--- src/reset_source_pkg.sv ---
/*
 * Constants for the reset source controller: register offsets, field
 * positions, valid codes, power-on values and delay figures.
 * Assumes a 50 MHz system clock.
 */
package reset_source_pkg;

	localparam int CLOCK_HZ = 50000000;

	// Register offsets on the plain register port
	localparam logic [2:0] OFFSET_PIN_SELECT = 3'h0;
	localparam logic [2:0] OFFSET_CAUSE_FLAGS = 3'h1;
	localparam logic [2:0] OFFSET_THRESHOLD = 3'h2;
	localparam logic [2:0] OFFSET_FLASH_CTRL_ONE = 3'h3;
	localparam logic [2:0] OFFSET_WATCHDOG_CTRL = 3'h4;
	localparam logic [2:0] OFFSET_STATUS = 3'h5;
	localparam logic [2:0] OFFSET_MODE = 3'h6;

	// Pin select codes
	localparam logic [7:0] PIN_SELECT_IO = 8'h55;
	localparam logic [7:0] PIN_SELECT_RESET = 8'hAA;

	// Threshold codes
	localparam logic [7:0] THRESHOLD_1V7 = 8'h66;
	localparam logic [7:0] THRESHOLD_1V9 = 8'h55;
	localparam logic [7:0] THRESHOLD_2V55 = 8'h33;
	localparam logic [7:0] THRESHOLD_3V15 = 8'h99;
	localparam logic [7:0] THRESHOLD_3V8 = 8'hAA;
	localparam logic [7:0] THRESHOLD_OFF = 8'hF0;

	// Flash control one reset trigger
	localparam logic [7:0] FLASH_RESET_CODE = 8'h55;

	// Watchdog control enable field
	localparam int WDOG_EN_MSB = 7;
	localparam int WDOG_EN_LSB = 3;
	localparam logic [4:0] WDOG_EN_OFF = 5'h15;
	localparam logic [4:0] WDOG_EN_ON = 5'h0A;
	localparam logic [7:0] WDOG_CTRL_POR = 8'h53;

	// Cause flag bit positions
	localparam int FLAG_PIN_SELECT = 3;
	localparam int FLAG_SUPPLY_LOW = 2;
	localparam int FLAG_THRESHOLD = 1;
	localparam int FLAG_WATCHDOG_CTRL = 0;

	// Status register bit positions
	localparam int STATUS_EXPIRY = 0;
	localparam int STATUS_IN_RESET = 1;

	// Mode register bit: 1 = IDLE or SLEEP
	localparam int MODE_SAVING = 0;

	// Delay figures in nanoseconds
	localparam int SOFT_RESET_DELAY_NS = 1000;
	localparam int PIN_RELEASE_DELAY_NS = 2000;
	localparam int SUPPLY_LOW_MIN_NS = 500;
	localparam int RESET_PULSE_NS = 100;

	localparam int NS_PER_CYCLE = 1000000000 / CLOCK_HZ;
	localparam int SOFT_RESET_CYCLES =
		(SOFT_RESET_DELAY_NS + NS_PER_CYCLE - 1) / NS_PER_CYCLE;
	localparam int PIN_RELEASE_CYCLES =
		(PIN_RELEASE_DELAY_NS + NS_PER_CYCLE - 1) / NS_PER_CYCLE;
	localparam int SUPPLY_LOW_CYCLES =
		(SUPPLY_LOW_MIN_NS + NS_PER_CYCLE - 1) / NS_PER_CYCLE;
	localparam int RESET_PULSE_CYCLES =
		(RESET_PULSE_NS + NS_PER_CYCLE - 1) / NS_PER_CYCLE;

	localparam int COUNT_W = 8;

	typedef enum logic [1:0] {
		SEQ_RUN = 2'b00,
		SEQ_PULSE = 2'b01,
		SEQ_PIN_HELD = 2'b10,
		SEQ_RELEASE = 2'b11
	} seq_state_t;

endpackage

--- src/delay_if.sv ---
/*
 * Request, done pair between the controller and a delay counter.
 * Assumes one clock shared by both ends.
 */
`timescale 1ns/10ps
`default_nettype none
interface delay_if;
	logic start;
	logic run;
	logic done;
	modport ctrl (output start, output run, input done);
	modport timer (input start, input run, output done);
endinterface
`default_nettype wire

--- src/reset_source_control.sv ---
/*
 * Reset source controller: pin reset select, supply-low reset with
 * threshold select, flash-control reset trigger, watchdog control
 * check, sticky cause flags and the reset sequencer.
 * Assumes rst_b_in is the power-on reset and software runs the
 * register port; pin and comparator inputs are asynchronous.
 */
`timescale 1ns/10ps
`default_nettype none
module reset_source_control
	import reset_source_pkg::*;
(
	// Clock and power-on reset
	input wire logic clock_in,
	input wire logic rst_b_in,
	// Register port
	input wire logic [2:0] reg_addr_in,
	input wire logic [7:0] reg_wdata_in,
	input wire logic reg_write_in,
	input wire logic reg_read_in,
	output logic [7:0] reg_rdata_out,
	// Outside signals
	input wire logic external_reset_pin_in,
	input wire logic supply_low_in,
	input wire logic watchdog_timeout_in,
	// Results
	output logic system_reset_b_out,
	output logic pin_is_reset_out,
	output logic supply_low_active_out,
	output logic watchdog_enable_out
);

	// Input synchronisers
	logic [2:0] pin_sync;
	logic [2:0] low_sync;
	logic pin_level;
	logic low_level;

	// Configuration and flag registers
	logic [7:0] reset_pin_select_reg;
	logic [7:0] threshold_select_reg;
	logic [7:0] watchdog_control_reg;
	logic [3:0] reset_cause_flag_reg;
	logic watchdog_expiry_flag;
	logic power_saving;

	// Code checks and reset events
	logic pin_valid;
	logic threshold_valid;
	logic wdog_valid;
	logic soft_fault;
	logic supply_low_reset;
	logic flash_reset;
	logic wdog_reset;
	logic pin_reset_now;
	logic warm_only;
	logic restore_regs;

	// Sequencer
	seq_state_t state;
	seq_state_t next_state;

	// Register write decodes
	logic wr_pin;
	logic wr_flags;
	logic wr_threshold;
	logic wr_wdog;
	logic wr_mode;

	delay_if soft_link ();
	delay_if low_link ();
	delay_if seq_link ();

	// Asynchronous inputs through three stages
	always_ff @(posedge clock_in or negedge rst_b_in) begin
		if (!rst_b_in) begin
			pin_sync <= 3'h7;
			low_sync <= 3'h0;
			pin_level <= 1'b1;
			low_level <= 1'b0;
		end else begin
			pin_sync <= {pin_sync[1:0], external_reset_pin_in};
			low_sync <= {low_sync[1:0], supply_low_in};
			// Level moves only once stages two and three agree
			if (pin_sync[1] == pin_sync[2])
				pin_level <= pin_sync[2];
			if (low_sync[1] == low_sync[2])
				low_level <= low_sync[2];
		end
	end

	// Register write strobes
	assign wr_pin = reg_write_in && reg_addr_in == OFFSET_PIN_SELECT;
	assign wr_flags = reg_write_in && reg_addr_in == OFFSET_CAUSE_FLAGS;
	assign wr_threshold = reg_write_in && reg_addr_in == OFFSET_THRESHOLD;
	assign wr_wdog = reg_write_in && reg_addr_in == OFFSET_WATCHDOG_CTRL;
	assign wr_mode = reg_write_in && reg_addr_in == OFFSET_MODE;

	// Code checks
	assign pin_valid = reset_pin_select_reg == PIN_SELECT_IO ||
		reset_pin_select_reg == PIN_SELECT_RESET;
	always_comb begin
		case (threshold_select_reg)
		THRESHOLD_1V7, THRESHOLD_1V9, THRESHOLD_2V55, THRESHOLD_3V15,
		THRESHOLD_3V8, THRESHOLD_OFF: threshold_valid = 1'b1;
		default: threshold_valid = 1'b0;
		endcase
	end
	assign wdog_valid =
		watchdog_control_reg[WDOG_EN_MSB:WDOG_EN_LSB] == WDOG_EN_OFF ||
		watchdog_control_reg[WDOG_EN_MSB:WDOG_EN_LSB] == WDOG_EN_ON;
	assign soft_fault = !pin_valid || !threshold_valid || !wdog_valid;

	// Soft fault delay, counts only while running normally
	assign soft_link.start = 1'b0;
	assign soft_link.run = soft_fault && state == SEQ_RUN;
	delay_timer #(.CYCLES(COUNT_W'(SOFT_RESET_CYCLES))) soft_timer (
		.clock_in(clock_in),
		.rst_b_in(rst_b_in),
		.link(soft_link)
	);

	// Supply-low qualification, masked in power saving and when off
	assign low_link.start = 1'b0;
	assign low_link.run = low_level && !power_saving &&
		threshold_select_reg != THRESHOLD_OFF && threshold_valid &&
		state == SEQ_RUN;
	delay_timer #(.CYCLES(COUNT_W'(SUPPLY_LOW_CYCLES))) low_timer (
		.clock_in(clock_in),
		.rst_b_in(rst_b_in),
		.link(low_link)
	);
	assign supply_low_reset = low_link.done;

	// Reset events seen while running
	assign flash_reset = wr_flags == 1'b0 && reg_write_in &&
		reg_addr_in == OFFSET_FLASH_CTRL_ONE &&
		reg_wdata_in == FLASH_RESET_CODE;
	assign wdog_reset = watchdog_timeout_in && state == SEQ_RUN;
	assign pin_reset_now = reset_pin_select_reg == PIN_SELECT_RESET &&
		!pin_level;

	// Reset cause decode; only a lone watchdog expiry is a warm reset
	always_comb begin
		warm_only = 1'b0;
		restore_regs = 1'b0;
		if (state == SEQ_RUN && next_state != SEQ_RUN) begin
			warm_only = wdog_reset && !soft_link.done &&
				!supply_low_reset && !flash_reset &&
				!pin_reset_now;
			restore_regs = !warm_only;
		end
	end

	// Reset sequencer
	always_comb begin
		next_state = state;
		case (state)
		SEQ_RUN: begin
			// Pin reset wins over the other events
			if (pin_reset_now)
				next_state = SEQ_PIN_HELD;
			else if (soft_link.done || supply_low_reset || flash_reset ||
				wdog_reset)
				next_state = SEQ_PULSE;
		end
		SEQ_PULSE: begin
			if (seq_link.done)
				next_state = SEQ_RELEASE;
		end
		SEQ_PIN_HELD: begin
			// Stays here for as long as the pin is low
			if (pin_level || reset_pin_select_reg != PIN_SELECT_RESET)
				next_state = SEQ_RELEASE;
		end
		SEQ_RELEASE: begin
			// A low pin during release enters the hold if a warm reset kept the reset pin select
			if (pin_reset_now)
				next_state = SEQ_PIN_HELD;
			else if (seq_link.done)
				next_state = SEQ_RUN;
		end
		default: next_state = SEQ_RUN;
		endcase
	end

	always_ff @(posedge clock_in or negedge rst_b_in) begin
		if (!rst_b_in)
			state <= SEQ_RUN;
		else
			state <= next_state;
	end

	// One counter times both the pulse and the release
	assign seq_link.start = next_state != state;
	assign seq_link.run = state == SEQ_PULSE || state == SEQ_RELEASE;
	delay_timer #(.CYCLES(COUNT_W'(PIN_RELEASE_CYCLES))) seq_timer (
		.clock_in(clock_in),
		.rst_b_in(rst_b_in),
		.link(seq_link)
	);

	// Pin select register
	// Restored when a pin hold ends and on entry to any non-warm reset pulse, so the hold follows the pin
	always_ff @(posedge clock_in or negedge rst_b_in) begin
		if (!rst_b_in)
			reset_pin_select_reg <= PIN_SELECT_IO;
		else if (restore_regs && next_state == SEQ_PULSE)
			reset_pin_select_reg <= PIN_SELECT_IO;
		else if (state == SEQ_PIN_HELD && next_state != SEQ_PIN_HELD)
			reset_pin_select_reg <= PIN_SELECT_IO;
		else if (wr_pin && state == SEQ_RUN)
			reset_pin_select_reg <= reg_wdata_in;
	end

	// Threshold register
	// A real supply-low reset keeps the chosen threshold
	always_ff @(posedge clock_in or negedge rst_b_in) begin
		if (!rst_b_in)
			threshold_select_reg <= THRESHOLD_1V7;
		else if (restore_regs && next_state != SEQ_RUN &&
			!(supply_low_reset && threshold_valid))
			threshold_select_reg <= THRESHOLD_1V7;
		else if (wr_threshold && state == SEQ_RUN)
			threshold_select_reg <= reg_wdata_in;
	end

	// Watchdog control register
	// Every reset but the warm one restores it
	always_ff @(posedge clock_in or negedge rst_b_in) begin
		if (!rst_b_in)
			watchdog_control_reg <= WDOG_CTRL_POR;
		else if (restore_regs && next_state != SEQ_RUN)
			watchdog_control_reg <= WDOG_CTRL_POR;
		else if (wr_wdog && state == SEQ_RUN)
			watchdog_control_reg <= reg_wdata_in;
	end

	// Power saving mode from software
	// Any reset wakes the device
	always_ff @(posedge clock_in or negedge rst_b_in) begin
		if (!rst_b_in)
			power_saving <= 1'b0;
		else if (state != SEQ_RUN)
			power_saving <= 1'b0;
		else if (wr_mode)
			power_saving <= reg_wdata_in[MODE_SAVING];
	end

	// Sticky cause flags, set wins over a software clear
	always_ff @(posedge clock_in or negedge rst_b_in) begin
		if (!rst_b_in) begin
			reset_cause_flag_reg <= 4'h0;
		end else begin
			for (int i = 0; i < 4; i++) begin
				if (wr_flags && !reg_wdata_in[i])
					reset_cause_flag_reg[i] <= 1'b0;
			end
			if (soft_link.done && !pin_valid)
				reset_cause_flag_reg[FLAG_PIN_SELECT] <= 1'b1;
			if (supply_low_reset)
				reset_cause_flag_reg[FLAG_SUPPLY_LOW] <= 1'b1;
			if (soft_link.done && !threshold_valid)
				reset_cause_flag_reg[FLAG_THRESHOLD] <= 1'b1;
			if (soft_link.done && !wdog_valid)
				reset_cause_flag_reg[FLAG_WATCHDOG_CTRL] <= 1'b1;
		end
	end

	// Watchdog expiry flag
	always_ff @(posedge clock_in or negedge rst_b_in) begin
		if (!rst_b_in)
			watchdog_expiry_flag <= 1'b0;
		else if (wdog_reset && !power_saving)
			watchdog_expiry_flag <= 1'b1;
		else if (state == SEQ_RUN && next_state != SEQ_RUN)
			watchdog_expiry_flag <= watchdog_expiry_flag;
	end

	// Read data, one cycle after the strobe
	always_ff @(posedge clock_in or negedge rst_b_in) begin
		if (!rst_b_in) begin
			reg_rdata_out <= 8'h00;
		end else if (reg_read_in) begin
			case (reg_addr_in)
			OFFSET_PIN_SELECT: reg_rdata_out <= reset_pin_select_reg;
			OFFSET_CAUSE_FLAGS: reg_rdata_out <=
				{4'h0, reset_cause_flag_reg};
			OFFSET_THRESHOLD: reg_rdata_out <= threshold_select_reg;
			OFFSET_WATCHDOG_CTRL: reg_rdata_out <= watchdog_control_reg;
			OFFSET_STATUS: reg_rdata_out <= {6'h00,
				state != SEQ_RUN, watchdog_expiry_flag};
			OFFSET_MODE: reg_rdata_out <= {7'h00, power_saving};
			default: reg_rdata_out <= 8'h00;
			endcase
		end else begin
			reg_rdata_out <= 8'h00;
		end
	end

	// Registered outputs
	always_ff @(posedge clock_in or negedge rst_b_in) begin
		if (!rst_b_in) begin
			system_reset_b_out <= 1'b0;
			pin_is_reset_out <= 1'b0;
			supply_low_active_out <= 1'b0;
			watchdog_enable_out <= 1'b0;
		end else begin
			// Reset is low whenever the sequencer is not running
			system_reset_b_out <= next_state == SEQ_RUN;
			pin_is_reset_out <=
				reset_pin_select_reg == PIN_SELECT_RESET;
			supply_low_active_out <= threshold_valid &&
				threshold_select_reg != THRESHOLD_OFF &&
				!power_saving;
			watchdog_enable_out <=
				watchdog_control_reg[WDOG_EN_MSB:WDOG_EN_LSB] == WDOG_EN_ON;
		end
	end

endmodule
`default_nettype wire

--- src/delay_timer.sv ---
/*
 * Counts a fixed number of cycles while run is held; done pulses once
 * when the count is reached. Start restarts the count.
 * Assumes run and start come from logic on the same clock.
 */
`timescale 1ns/10ps
`default_nettype none
module delay_timer
	import reset_source_pkg::*;
#(
	parameter logic [COUNT_W-1:0] CYCLES = 8'd1
) (
	// Clock and reset
	input wire logic clock_in,
	input wire logic rst_b_in,
	// Control
	delay_if.timer link
);

	logic [COUNT_W-1:0] count;
	logic done;

	always_ff @(posedge clock_in or negedge rst_b_in) begin
		if (!rst_b_in) begin
			count <= '0;
			done <= 1'b0;
		end else if (link.start || !link.run) begin
			count <= '0;
			done <= 1'b0;
		end else if (count == CYCLES - 8'd1) begin
			count <= count + 8'd1;
			done <= 1'b1;
		end else begin
			if (count != CYCLES)
				count <= count + 8'd1;
			done <= 1'b0;
		end
	end

	assign link.done = done;

endmodule
`default_nettype wire

--- config.mk ---
export PLATFORM = sky130hd
export DESIGN_NAME = reset_source_control
export DESIGN_NICKNAME = d
export VERILOG_FILES = /design/src/reset_source_pkg.sv /design/src/delay_if.sv /design/src/reset_source_control.sv /design/src/delay_timer.sv
export SDC_FILE = /design/constraint.sdc
export NUM_CORES = 1
export LEC_CHECK = 0
export BUFFER_PORTS_ARGS = -buffer_cell sky130_fd_sc_hd__buf_2
export CAP_MARGIN = 20
export CORE_UTILIZATION = 30
export DETAILED_ROUTE_END_ITERATION = 10
export SLEW_MARGIN = 20
export SYNTH_ARGS = -nofsm -noshare
export SYNTH_HDL_FRONTEND = slang
export SYNTH_SLANG_ARGS = --single-unit
--- constraint.sdc ---
create_clock -name clock_in -period 2.85 [get_ports clock_in]
set_clock_uncertainty 0.2 [all_clocks]
set_input_delay 0.855 -clock clock_in [delete_from_list [all_inputs] [get_ports clock_in]]
set_output_delay 0.855 -clock clock_in [all_outputs]
set_load 0.01 [all_outputs]
==> results.sh, run 1 <==
export IMPL_fmax_ghz=0.436
export IMPL_overflow=0
export IMPL_yosysSeqAreaShare=0.509
export IMPL_hold_violations=0
export IMPL_drt_iter0_drc=206
export IMPL_cts_resized=0
export IMPL_grt_pass1_vias=2945
export IMPL_top_layer="met4"
export IMPL_crit_buf_inv=1
export IMPL_via_per_inst=5.02
export IMPL_p_per_area_nw_per_um2=684
export IMPL_min_path_type="reg -> reg"
export IMPL_stdcell_count=595
export IMPL_clock_root_buffer="clkbuf_16"
export IMPL_dpl_cell_area_sq_um=4290
export IMPL_tns_ps=0
export IMPL_drc=0
export IMPL_hold_buffers=0
export IMPL_maxSlewViolCount=0
export IMPL_wl_met2_mm=4.13
export IMPL_ioPinCount=30
export IMPL_p_sw_frac=0.291
export IMPL_n_fill_cell=1259
export IMPL_critPathMaxStageDelay_ps=550
export IMPL_num_vias=2987
export IMPL_worst_slew_pin_slew_ps=706
export IMPL_cts_buffers=9
export IMPL_dieArea_sq_um=13500
export IMPL_die_w_um=116
export IMPL_synth_warnings=0
export IMPL_coreArea_sq_um=12700
export IMPL_min_from="low_sync[0]$_DFF_PN0_"
export IMPL_grt_usage=0.143
export IMPL_yosys_area_top_type_share=0.402
export IMPL_p_sw_uw=916
export IMPL_m1WireLength_mm=4.13
export IMPL_synth_largest_area_cell="dfrtp_1"
export IMPL_routabilityCongestion=0.812
export IMPL_antenna_cells=0
export IMPL_worst_path_max_fanout=5
export IMPL_portBuffers=29
export IMPL_clkSlewWorstSetupHoldPaths_ps=60
export IMPL_arrival_ps=2280
export IMPL_totalWireLength_mm=8.94
export IMPL_path_cells="buf_2 > nor4bb_1 > nand3_1 > a211oi_1 > a21oi_1"
export IMPL_rsz0062_at_grt="no"
export IMPL_post_synth_cell_area_avg_sq_um=10.2
export IMPL_p_int_uw=2230
export IMPL_critical_path_required_ps=2840
export IMPL_cts_sinks=79
export IMPL_die_y_um=116
export IMPL_end_kind="flip-flop"
export IMPL_synth_area_leaders="dfrtp_1 40%, dfstp_2 11%, mux2i_1 5.1%"
export IMPL_syn_inst=384
export IMPL_drtAntennaViolNets=0
export IMPL_grt_max_degree=46
export IMPL_area_delta_synth_final_pct=17.3
export IMPL_p_leak_uw=0.00208
export IMPL_fin_area_sq_um=4600
export IMPL_first_pass_iters=5
export IMPL_startpoint_type="input pin"
export IMPL_synthFlopType="dfrtp_1"
export IMPL_synth_edf_count=0
export IMPL_fp_row_count=41
export IMPL_whs_ps=147
export IMPL_cts_htree_levels=3
export IMPL_slowest_stage="a211oi_1"
export IMPL_grt_first_pass_wirelength_mm=14.9
export IMPL_dp_cells=579
export IMPL_p_seq_frac=0.460
export IMPL_rr_startpoint="threshold_select_reg[1]$_DFFE_PN1P_"
export IMPL_dp_hpwl_mm=6.36
export IMPL_drv_cap=0
export IMPL_maxSlewHeadroom=0.529
export IMPL_nets=444
export IMPL_start_util=0.309
export IMPL_antenna_found_initial=0
export IMPL_crit_type="in -> reg"
export IMPL_fin_crit_ps=2300
export IMPL_status="complete, no violations"
export IMPL_power_frac_clock=0.373
export IMPL_syn_num_nets=410
export IMPL_synth_cell_types=53
export IMPL_cts_setup_buffers=0
export IMPL_path_delay_family="compound AO/OA/AOI/OAI gates"
export IMPL_worst_ir_drop_vdd_v=0.000269
export IMPL_final_period_utilization=0.805
export IMPL_synthArstFlopShare=1.00
export IMPL_crit_start="reg_wdata_in[5]"
export IMPL_report_final_setup_viol=0
export IMPL_routedWlPerCell_um=15.0
export IMPL_insertion_delay_ps=330
export IMPL_met3_wirelength_um=489
export IMPL_synth_area_sq_um=3920
export IMPL_drive_above_1_share=0.184
export IMPL_ys_seq_elements=79
export IMPL_clock_path_buffers=2
export IMPL_cts_tree="done"
export IMPL_comb_power_share=0.167
-- Yosys cell counts, types with 2 or more instances --
master and number:
and4bb_1 3, maj3_1 2, dfrtp_1 63, nand2_1 38, nor4_1 2, clkbuf_1 8, nand3_1 39, a21oi_1 23
nand3b_1 6, nor2_1 36, or2_2 2, and4b_1 2, xor2_1 8, mux2i_1 20, ha_1 8, and4bb_2 2
inv_1 9, a21boi_0 2, xnor2_1 9, nand2b_1 4, nor4bb_1 9, nor3_1 12, buf_2 5, nand4_1 6
a211oi_1 4, nor2b_1 3, a211o_1 3, and3_1 2, o21ai_0 10, o22ai_1 2, dfstp_2 16, and2_1 5
-- area by class of cell --
cell class	instances	area, sq um	area share
repair buffers	37	220	0.0479
clock inverters	6	68.8	0.0150
multi-input cells	282	1820	0.397
well taps	172	215	0.0468
clock buffers	10	239	0.0520
inverters	9	33.8	0.00735
flip-flops and latches	79	2000	0.434
-- cell usage in the layout (no fill, tap or decap), drive strengths merged, types with 3 or more instances in the layout --
master	synthesis	routed
and2	5	5
and4bb	5	5
a21oi	23	23
nand3	39	39
xnor2	9	9
nor3	12	12
or2	3	3
a211o	3	3
nand2b	4	4
ha	8	8
inv	9	10
nor2	36	36
nor4bb	9	9
xor2	8	8
nor2b	3	3
nand3b	6	6
clkinv	0	3
a211oi	4	4
clkbuf	8	10
dfstp	16	16
mux2i	20	20
o21ai	11	11
buf	6	37
nand2	38	38
nand4	6	6
dfrtp	63	63
-- logic make-up after synthesis --
family / count (synthesis) / share of synthesized area
xor+xnor: 17 / 0.0380
fa+ha+maj: 10 / 0.0306
flops: 79 / 0.509
compound gates: 57 / 0.0926
buf+inv: 23 / 0.0255
simple gates: 177 / 0.247
mux: 21 / 0.0568
-- power by group through the flow --
stage / clock, uW / combinational (uW) / sequential [uW]
6_report: 1170 / 526 / 1450
5_1_grt: 1260 / 599 / 1470
4_1_cts: 1210 / 533 / 1440
3_5_place_dp: 0 / 529 / 1460
3_3_place_gp: 0 / 518 / 1460
2_1_floorplan: 0 / 375 / 1410
-- stage by stage --
stage / util / total power (uW) / worst slack (ps)
floorplan: - / 1780 / 570
global route: 0.363 / 3330 / 333
global placement: 0.339 / 1980 / 242
detailed placement: 0.339 / 1990 / 249
CTS: 0.363 / 3180 / 574
finish: 0.363 / 3150 / 554
-- path summary, 6_finish.rpt --
| path | endpoint | slack (ps) | cells past startpoint |
|---|---|---|---|
| setup / recovery | reset_pin_select_reg[1]$_DFFE_PN0P_ | 550 | 5 |
| hold / removal | low_sync[1]$_DFF_PN0_ | 150 | 0 |
| setup reg to reg | soft_timer.count[1]$_DFFE_PN0P_ | 570 | 4 |
| hold reg to reg | low_sync[1]$_DFF_PN0_ | 150 | 0 |
| max in group asynchronous | watchdog_control_reg[4]$_DFFE_PN1P_ | 1530 | 2 |
| min in group asynchronous | soft_timer.count[3]$_DFFE_PN0P_ | 270 | 1 |
-- layer usage --
layer  global-route usage  up-vias
met1                0.192     1437
met5                    0        -
met2                0.224       90
met4               0.0504        0
li1                     -     1443
met3               0.0337       17
No activity file was read; power rests on OpenSTA's default activity.
==> run 2: changes to the inputs <==
clock period = 1.85 ns   (was 2.85 ns; I/O delays follow)
==> run 2 against run 1 <==
Compared with the run above:
- the run now ends with negative setup slack left
- sequential power is 52% higher
- largest cell class is now multi-input gates
- cell count is 11% higher
- critical endpoint is now soft_timer.count[0]$_DFFE_PN0P_
- clock-buffer cell count is 1 higher
- non-clock buffer count is 67 higher
==> results.sh, run 2 (synthesis gave the netlist of run 1 again) <==
export IMPL_status="finished with violations"
export IMPL_violations="negative setup slack"
export IMPL_p_leak_uw=0.00247
export IMPL_maxSlewHeadroom=0.740
export IMPL_dp_cells=636
export IMPL_clock_root_buffer="clkbuf_16"
export IMPL_final_period_utilization=1.05
export IMPL_fin_area_sq_um=5350
export IMPL_start_util=0.309
export IMPL_grt_pass1_vias=3153
export IMPL_final_util=0.422
export IMPL_report_final_setup_viol=26
export IMPL_critical_path_required_ps=1870
export IMPL_crit_buf_inv=1
export IMPL_routedWlPerCell_um=15.0
export IMPL_fp_row_count=41
export IMPL_clock_path_buffers=2
export IMPL_slowest_stage="dfstp_2"
export IMPL_grt_usage=0.159
export IMPL_power_frac_clock=0.330
export IMPL_coreArea_sq_um=12700
export IMPL_drt_iter0_drc=237
export IMPL_dp_hpwl_mm=7.06
export IMPL_path_delay_family="flip-flops"
export IMPL_grt_first_pass_wirelength_mm=16.3
export IMPL_cts_buffers=9
export IMPL_drv_cap=0
export IMPL_end_kind="flip-flop"
export IMPL_area_delta_synth_final_pct=36.5
export IMPL_via_per_inst=4.92
export IMPL_p_sw_frac=0.294
export IMPL_first_pass_iters=4
export IMPL_die_y_um=116
export IMPL_fin_ws_ps=-83.7
export IMPL_drtAntennaViolNets=0
export IMPL_portBuffers=29
export IMPL_clkSlewWorstSetupHoldPaths_ps=60
export IMPL_antenna_found_initial=0
export IMPL_path_cells="nor4bb_4 > o22ai_4 > a221oi_4 > buf_6 > nor3_1"
export IMPL_dieArea_sq_um=13500
export IMPL_routabilityCongestion=0.846
export IMPL_overflow=0
export IMPL_totalWireLength_mm=9.93
export IMPL_crit_type="reg -> reg"
export IMPL_rsz0062_at_grt="yes"
export IMPL_critPathMaxStageDelay_ps=540
export IMPL_dpl_cell_area_sq_um=4780
export IMPL_comb_power_share=0.254
export IMPL_p_sw_uw=1570
export IMPL_mostFrequentLayoutCells="67 x buf_4, 61 x dfrtp_1, 38 x nand2_1, 38 x nand3_1, 32 x nor2_1"
export IMPL_maxSlewViolCount=0
export IMPL_p_seq_frac=0.416
export IMPL_die_w_um=116
export IMPL_min_path_type="in -> reg"
export IMPL_p_int_uw=3760
export IMPL_worst_slew_pin_slew_ps=384
export IMPL_cts_tree="done"
export IMPL_nets=511
export IMPL_cts_sinks=79
export IMPL_drive_above_1_share=0.353
export IMPL_grt_max_degree=50
export IMPL_worst_path_max_fanout=9
export IMPL_antenna_cells=0
export IMPL_tns_ps=-1260
export IMPL_n_fill_cell=1210
export IMPL_p_per_area_nw_per_um2=996
export IMPL_layout_commonest_cell="buf_4"
export IMPL_fin_crit_ps=1930
export IMPL_worst_ir_drop_vdd_v=0.000572
export IMPL_ioPinCount=30
export IMPL_cts_htree_levels=3
export IMPL_total_power_uw=5330
export IMPL_drc=0
export IMPL_num_vias=3259
export IMPL_insertion_delay_ps=340
export IMPL_fmax_ghz=0.517
export IMPL_startpoint_type="flip-flop"
export IMPL_arrival_ps=1950
export IMPL_stdcell_count=662
export IMPL_hold_violations=0
-- run 2: per-layer routing --
metal / part of all wire / vias to the layer above / wire [um] / track usage
met5: 0 / - / 0 / 0
met4: 0.010 / 0 / 103 / 0.0436
met1: 0.46 / 1611 / 4560 / 0.213
met2: 0.49 / 65 / 4870 / 0.257
li1: - / 1576 / - / -
met3: 0.040 / 7 / 393 / 0.0379
-- run 2: power groups by stage --
| stage | registers [uW] | clock network [uW] | logic, uW |
|---|---|---|---|
| 2_1_floorplan | 2180 | 0 | 633 |
| 3_3_place_gp | 2220 | 0 | 1100 |
| 3_5_place_dp | 2230 | 0 | 1110 |
| 4_1_cts | 2210 | 1800 | 1250 |
| 5_1_grt | 2240 | 1870 | 1490 |
| 6_report | 2210 | 1760 | 1360 |
-- run 2: worst reg2reg max path, stage by stage (launching register included) --
cell,delay [ps]
dfstp_2,540
nor4bb_4,350
o22ai_4,160
a221oi_4,330
buf_6,180
nor3_1,60
-- run 2: repair_timing --
action                                  4_1_cts  5_1_grt
endpoints found under the hold margin        22        0
resized for setup                            27       20
pin swaps                                    11        2
setup buffers                                 5        4
hold buffers                                  1        0
endpoints found under the setup margin       41       43
-- run 2: path summary, 6_finish.rpt --
path	from	end	slack, ps	cells after the start
worst min-delay path	external_reset_pin_in	pin_sync[0]$_DFF_PN1_	120	1
min in group asynchronous	rst_b_in	reg_rdata_out[0]$_DFF_PN0_	520	3
worst max-delay path	threshold_select_reg[5]$_DFFE_PN1P_	soft_timer.count[0]$_DFFE_PN0P_	-80	5
max in group asynchronous	rst_b_in	reset_pin_select_reg[2]$_DFFE_PN1P_	590	3
worst max register to register	threshold_select_reg[5]$_DFFE_PN1P_	soft_timer.count[0]$_DFFE_PN0P_	-80	5
worst min register to register	low_sync[0]$_DFF_PN0_	low_sync[1]$_DFF_PN0_	150	0
-- run 2: cell type report --
class                           count  area, sq um  area share
Clock inverter                      5         60.1      0.0112
Clock buffer                       11          233      0.0435
Timing Repair Buffer              104          761       0.142
Inverter                            9         33.8     0.00631
Multi-Input combinational cell    282         2050       0.383
Sequential cell                    79         2000       0.374
Tap cell                          172          215      0.0402
-- run 2: per-stage QoR --
step,hold WS (ps),worst slack (ps)
global placement,132,-461
detailed placement,137,-415
finish,115,-83.7
CTS,107,-95.2
floorplan,59.4,-68.6
global route,107,-172
==> run 3: changes to the inputs <==
--- a/config.mk
+++ b/config.mk
@@ -8,3 +8,2 @@
 export BUFFER_PORTS_ARGS = -buffer_cell sky130_fd_sc_hd__buf_2
-export CAP_MARGIN = 20
 export CORE_UTILIZATION = 30
==> constraint.sdc (replaced) <==
create_clock -name clock_in -period 1.85 [get_ports clock_in]
set_clock_uncertainty 0.2 [all_clocks]
set_input_delay 0.4625 -clock clock_in [delete_from_list [all_inputs] [get_ports clock_in]]
set_output_delay 0.4625 -clock clock_in [all_outputs]
set_load 0.01 [all_outputs]
==> run 3 against run 2 <==
Compared with the run above:
- clock power increased by 9%
- die area unchanged
- routed wire length decreased by 0.21%
- register-to-register slack got worse by 20 ps
- clock-buffer cell count decreased by 1
- utilization decreased by 0.43 points
- non-clock buffer count decreased by 9
- first-iteration DRC count decreased by 3.0%
- the flow still finishes with violations (negative setup slack)
- highest routed layer unchanged
- via count decreased by 0.92%
==> results.sh, run 3 (synthesis gave the netlist of run 1 again) <==
export IMPL_routedWlPerCell_um=15.2
export IMPL_critical_path_required_ps=1910
export IMPL_grt_max_degree=80
export IMPL_preCtsSetupSlack_ps=-228
export IMPL_total_power_uw=5460
export IMPL_first_pass_iters=4
export IMPL_end_kind="flip-flop"
export IMPL_insertion_delay_ps=330
export IMPL_drive_above_1_share=0.339
export IMPL_arrival_ps=2010
export IMPL_num_vias=3229
export IMPL_layout_commonest_cell="dfrtp_1"
export IMPL_cts_buffers=9
export IMPL_die_y_um=116
export IMPL_maxSlewHeadroom=0.701
export IMPL_ioPinCount=30
export IMPL_worst_slew_pin_slew_ps=448
export IMPL_drtAntennaViolNets=0
export IMPL_grt_first_pass_wirelength_mm=16.2
export IMPL_drt_iter0_drc=230
export IMPL_clkSlewWorstSetupHoldPaths_ps=60
export IMPL_p_leak_uw=0.00243
export IMPL_multiInputGateArea_sq_um=2030
export IMPL_routabilityCongestion=0.856
export IMPL_dieArea_sq_um=13500
export IMPL_overflow=0
export IMPL_report_final_setup_viol=28
export IMPL_portBuffers=29
export IMPL_p_per_area_nw_per_um2=1030
export IMPL_clock_root_buffer="clkbuf_16"
export IMPL_clock_path_buffers=2
export IMPL_m1WireLength_mm=4.56
export IMPL_cts_sinks=79
export IMPL_startpoint_type="flip-flop"
export IMPL_n_fill_cell=1243
export IMPL_status="finished with violations"
export IMPL_drc=0
export IMPL_cts_tree="done"
export IMPL_start_util=0.309
export IMPL_fmax_ghz=0.513
export IMPL_die_w_um=116
export IMPL_final_period_utilization=1.05
export IMPL_cts_htree_levels=3
export IMPL_top_layer="met4"
export IMPL_maxSlewViolCount=0
export IMPL_slowest_stage="a221o_2"
export IMPL_nets=502
export IMPL_grt_pass1_vias=3171
export IMPL_via_per_inst=4.94
export IMPL_min_path_type="in -> reg"
export IMPL_hold_violations=0
export IMPL_critPathMaxStageDelay_ps=470
export IMPL_dp_hpwl_mm=6.94
export IMPL_grt_usage=0.158
export IMPL_fp_row_count=41
export IMPL_path_cells="buf_4 > nor4bb_4 > o21ai_4 > a221o_2 > a21oi_1"
export IMPL_antenna_cells=0
export IMPL_regArea_sq_um=2000
export IMPL_coreArea_sq_um=12700
export IMPL_totalWireLength_mm=9.91
export IMPL_antenna_found_initial=0
export IMPL_worst_ir_drop_vdd_v=0.000551
export IMPL_worst_path_max_fanout=9
export IMPL_fin_ws_ps=-100
export IMPL_crit_buf_inv=1
export IMPL_rsz0062_at_grt="yes"
export IMPL_met3_wirelength_um=465
export IMPL_fin_crit_ps=1950
export IMPL_drv_cap=0
export IMPL_area_delta_synth_final_pct=35.1
export IMPL_crit_type="reg -> reg"
export IMPL_violations="negative setup slack"
export IMPL_mostFrequentLayoutCells="61 x dfrtp_1, 59 x buf_4, 39 x nand3_1"
export IMPL_path_delay_family="compound AO/OA/AOI/OAI gates"
export IMPL_wl_met2_mm=4.64
export IMPL_reg2reg_slack_ps=-100
[run 3: cell count changes in the layout (fill, tap and decap cells not counted), sizes merged]
cell      change
buf           -9
bufinv        +1
clkbuf        -1
clkinv        +1
clkinvlp      -1
[run 3: path summary, 6_finish.rpt]
check	from	to	cells after the start
setup / recovery	threshold_select_reg[7]$_DFFE_PN0P_	low_timer.count[2]$_DFFE_PN0P_	5
hold / removal	external_reset_pin_in	pin_sync[0]$_DFF_PN1_	1
setup reg to reg	threshold_select_reg[7]$_DFFE_PN0P_	low_timer.count[2]$_DFFE_PN0P_	5
hold reg to reg	low_sync[0]$_DFF_PN0_	low_sync[1]$_DFF_PN0_	0
max in group asynchronous	rst_b_in	pin_sync[1]$_DFF_PN1_	3
min in group asynchronous	rst_b_in	soft_timer.count[3]$_DFFE_PN0P_	3
[run 3: area by class of cell]
type,instances,area share
Multi-Input combinational cell,282,0.383
Clock buffer,10,0.0451
Timing Repair Buffer,95,0.132
Inverter,9,0.00638
Tap cell,172,0.0406
Sequential cell,79,0.378
Clock inverter,6,0.0158
[run 3: per-layer routing]
layer,track usage,up-vias
li1,-,1560
met1,0.206,1577
met2,0.252,74
met3,0.0420,18
met4,0.0581,0
met5,0,-
[run 3: what timing repair did]
item,4_1_cts,5_1_grt
hold buffers,1,0
hold endpoints to repair,63,0
setup endpoints to repair,30,44
setup buffers,4,0
pin swaps,3,8
gates resized for setup,21,22
[run 3: metrics by stage]
stage | hold slack, ps | cells | cell area, sq um | setup TNS, ps | util
2_1_floorplan | -33.1 | 384 | 3980 | -88.8 | -
3_3_place_gp | 134 | 633 | 4770 | -5730 | 0.376
3_5_place_dp | 138 | 633 | 4770 | -6250 | 0.376
4_1_cts | 14.3 | 654 | 5230 | -1560 | 0.413
5_1_grt | 12.0 | 653 | 5300 | -4100 | 0.418
6_report | 26.3 | 653 | 5300 | -1830 | 0.418
[run 3: where the power goes]
| part | internal [uW] | switching [uW] |
|---|---|---|
| combinational | 706 | 627 |
| sequential | 1990 | 230 |
| clock | 1210 | 701 |
[run 3: worst register-to-register path: cells and delay by family, from the launching register on]
kind / cells / cell delay, ps
compound gates: 3 / 730
buf+inv: 1 / 160
flops: 1 / 460
simple gates: 1 / 330
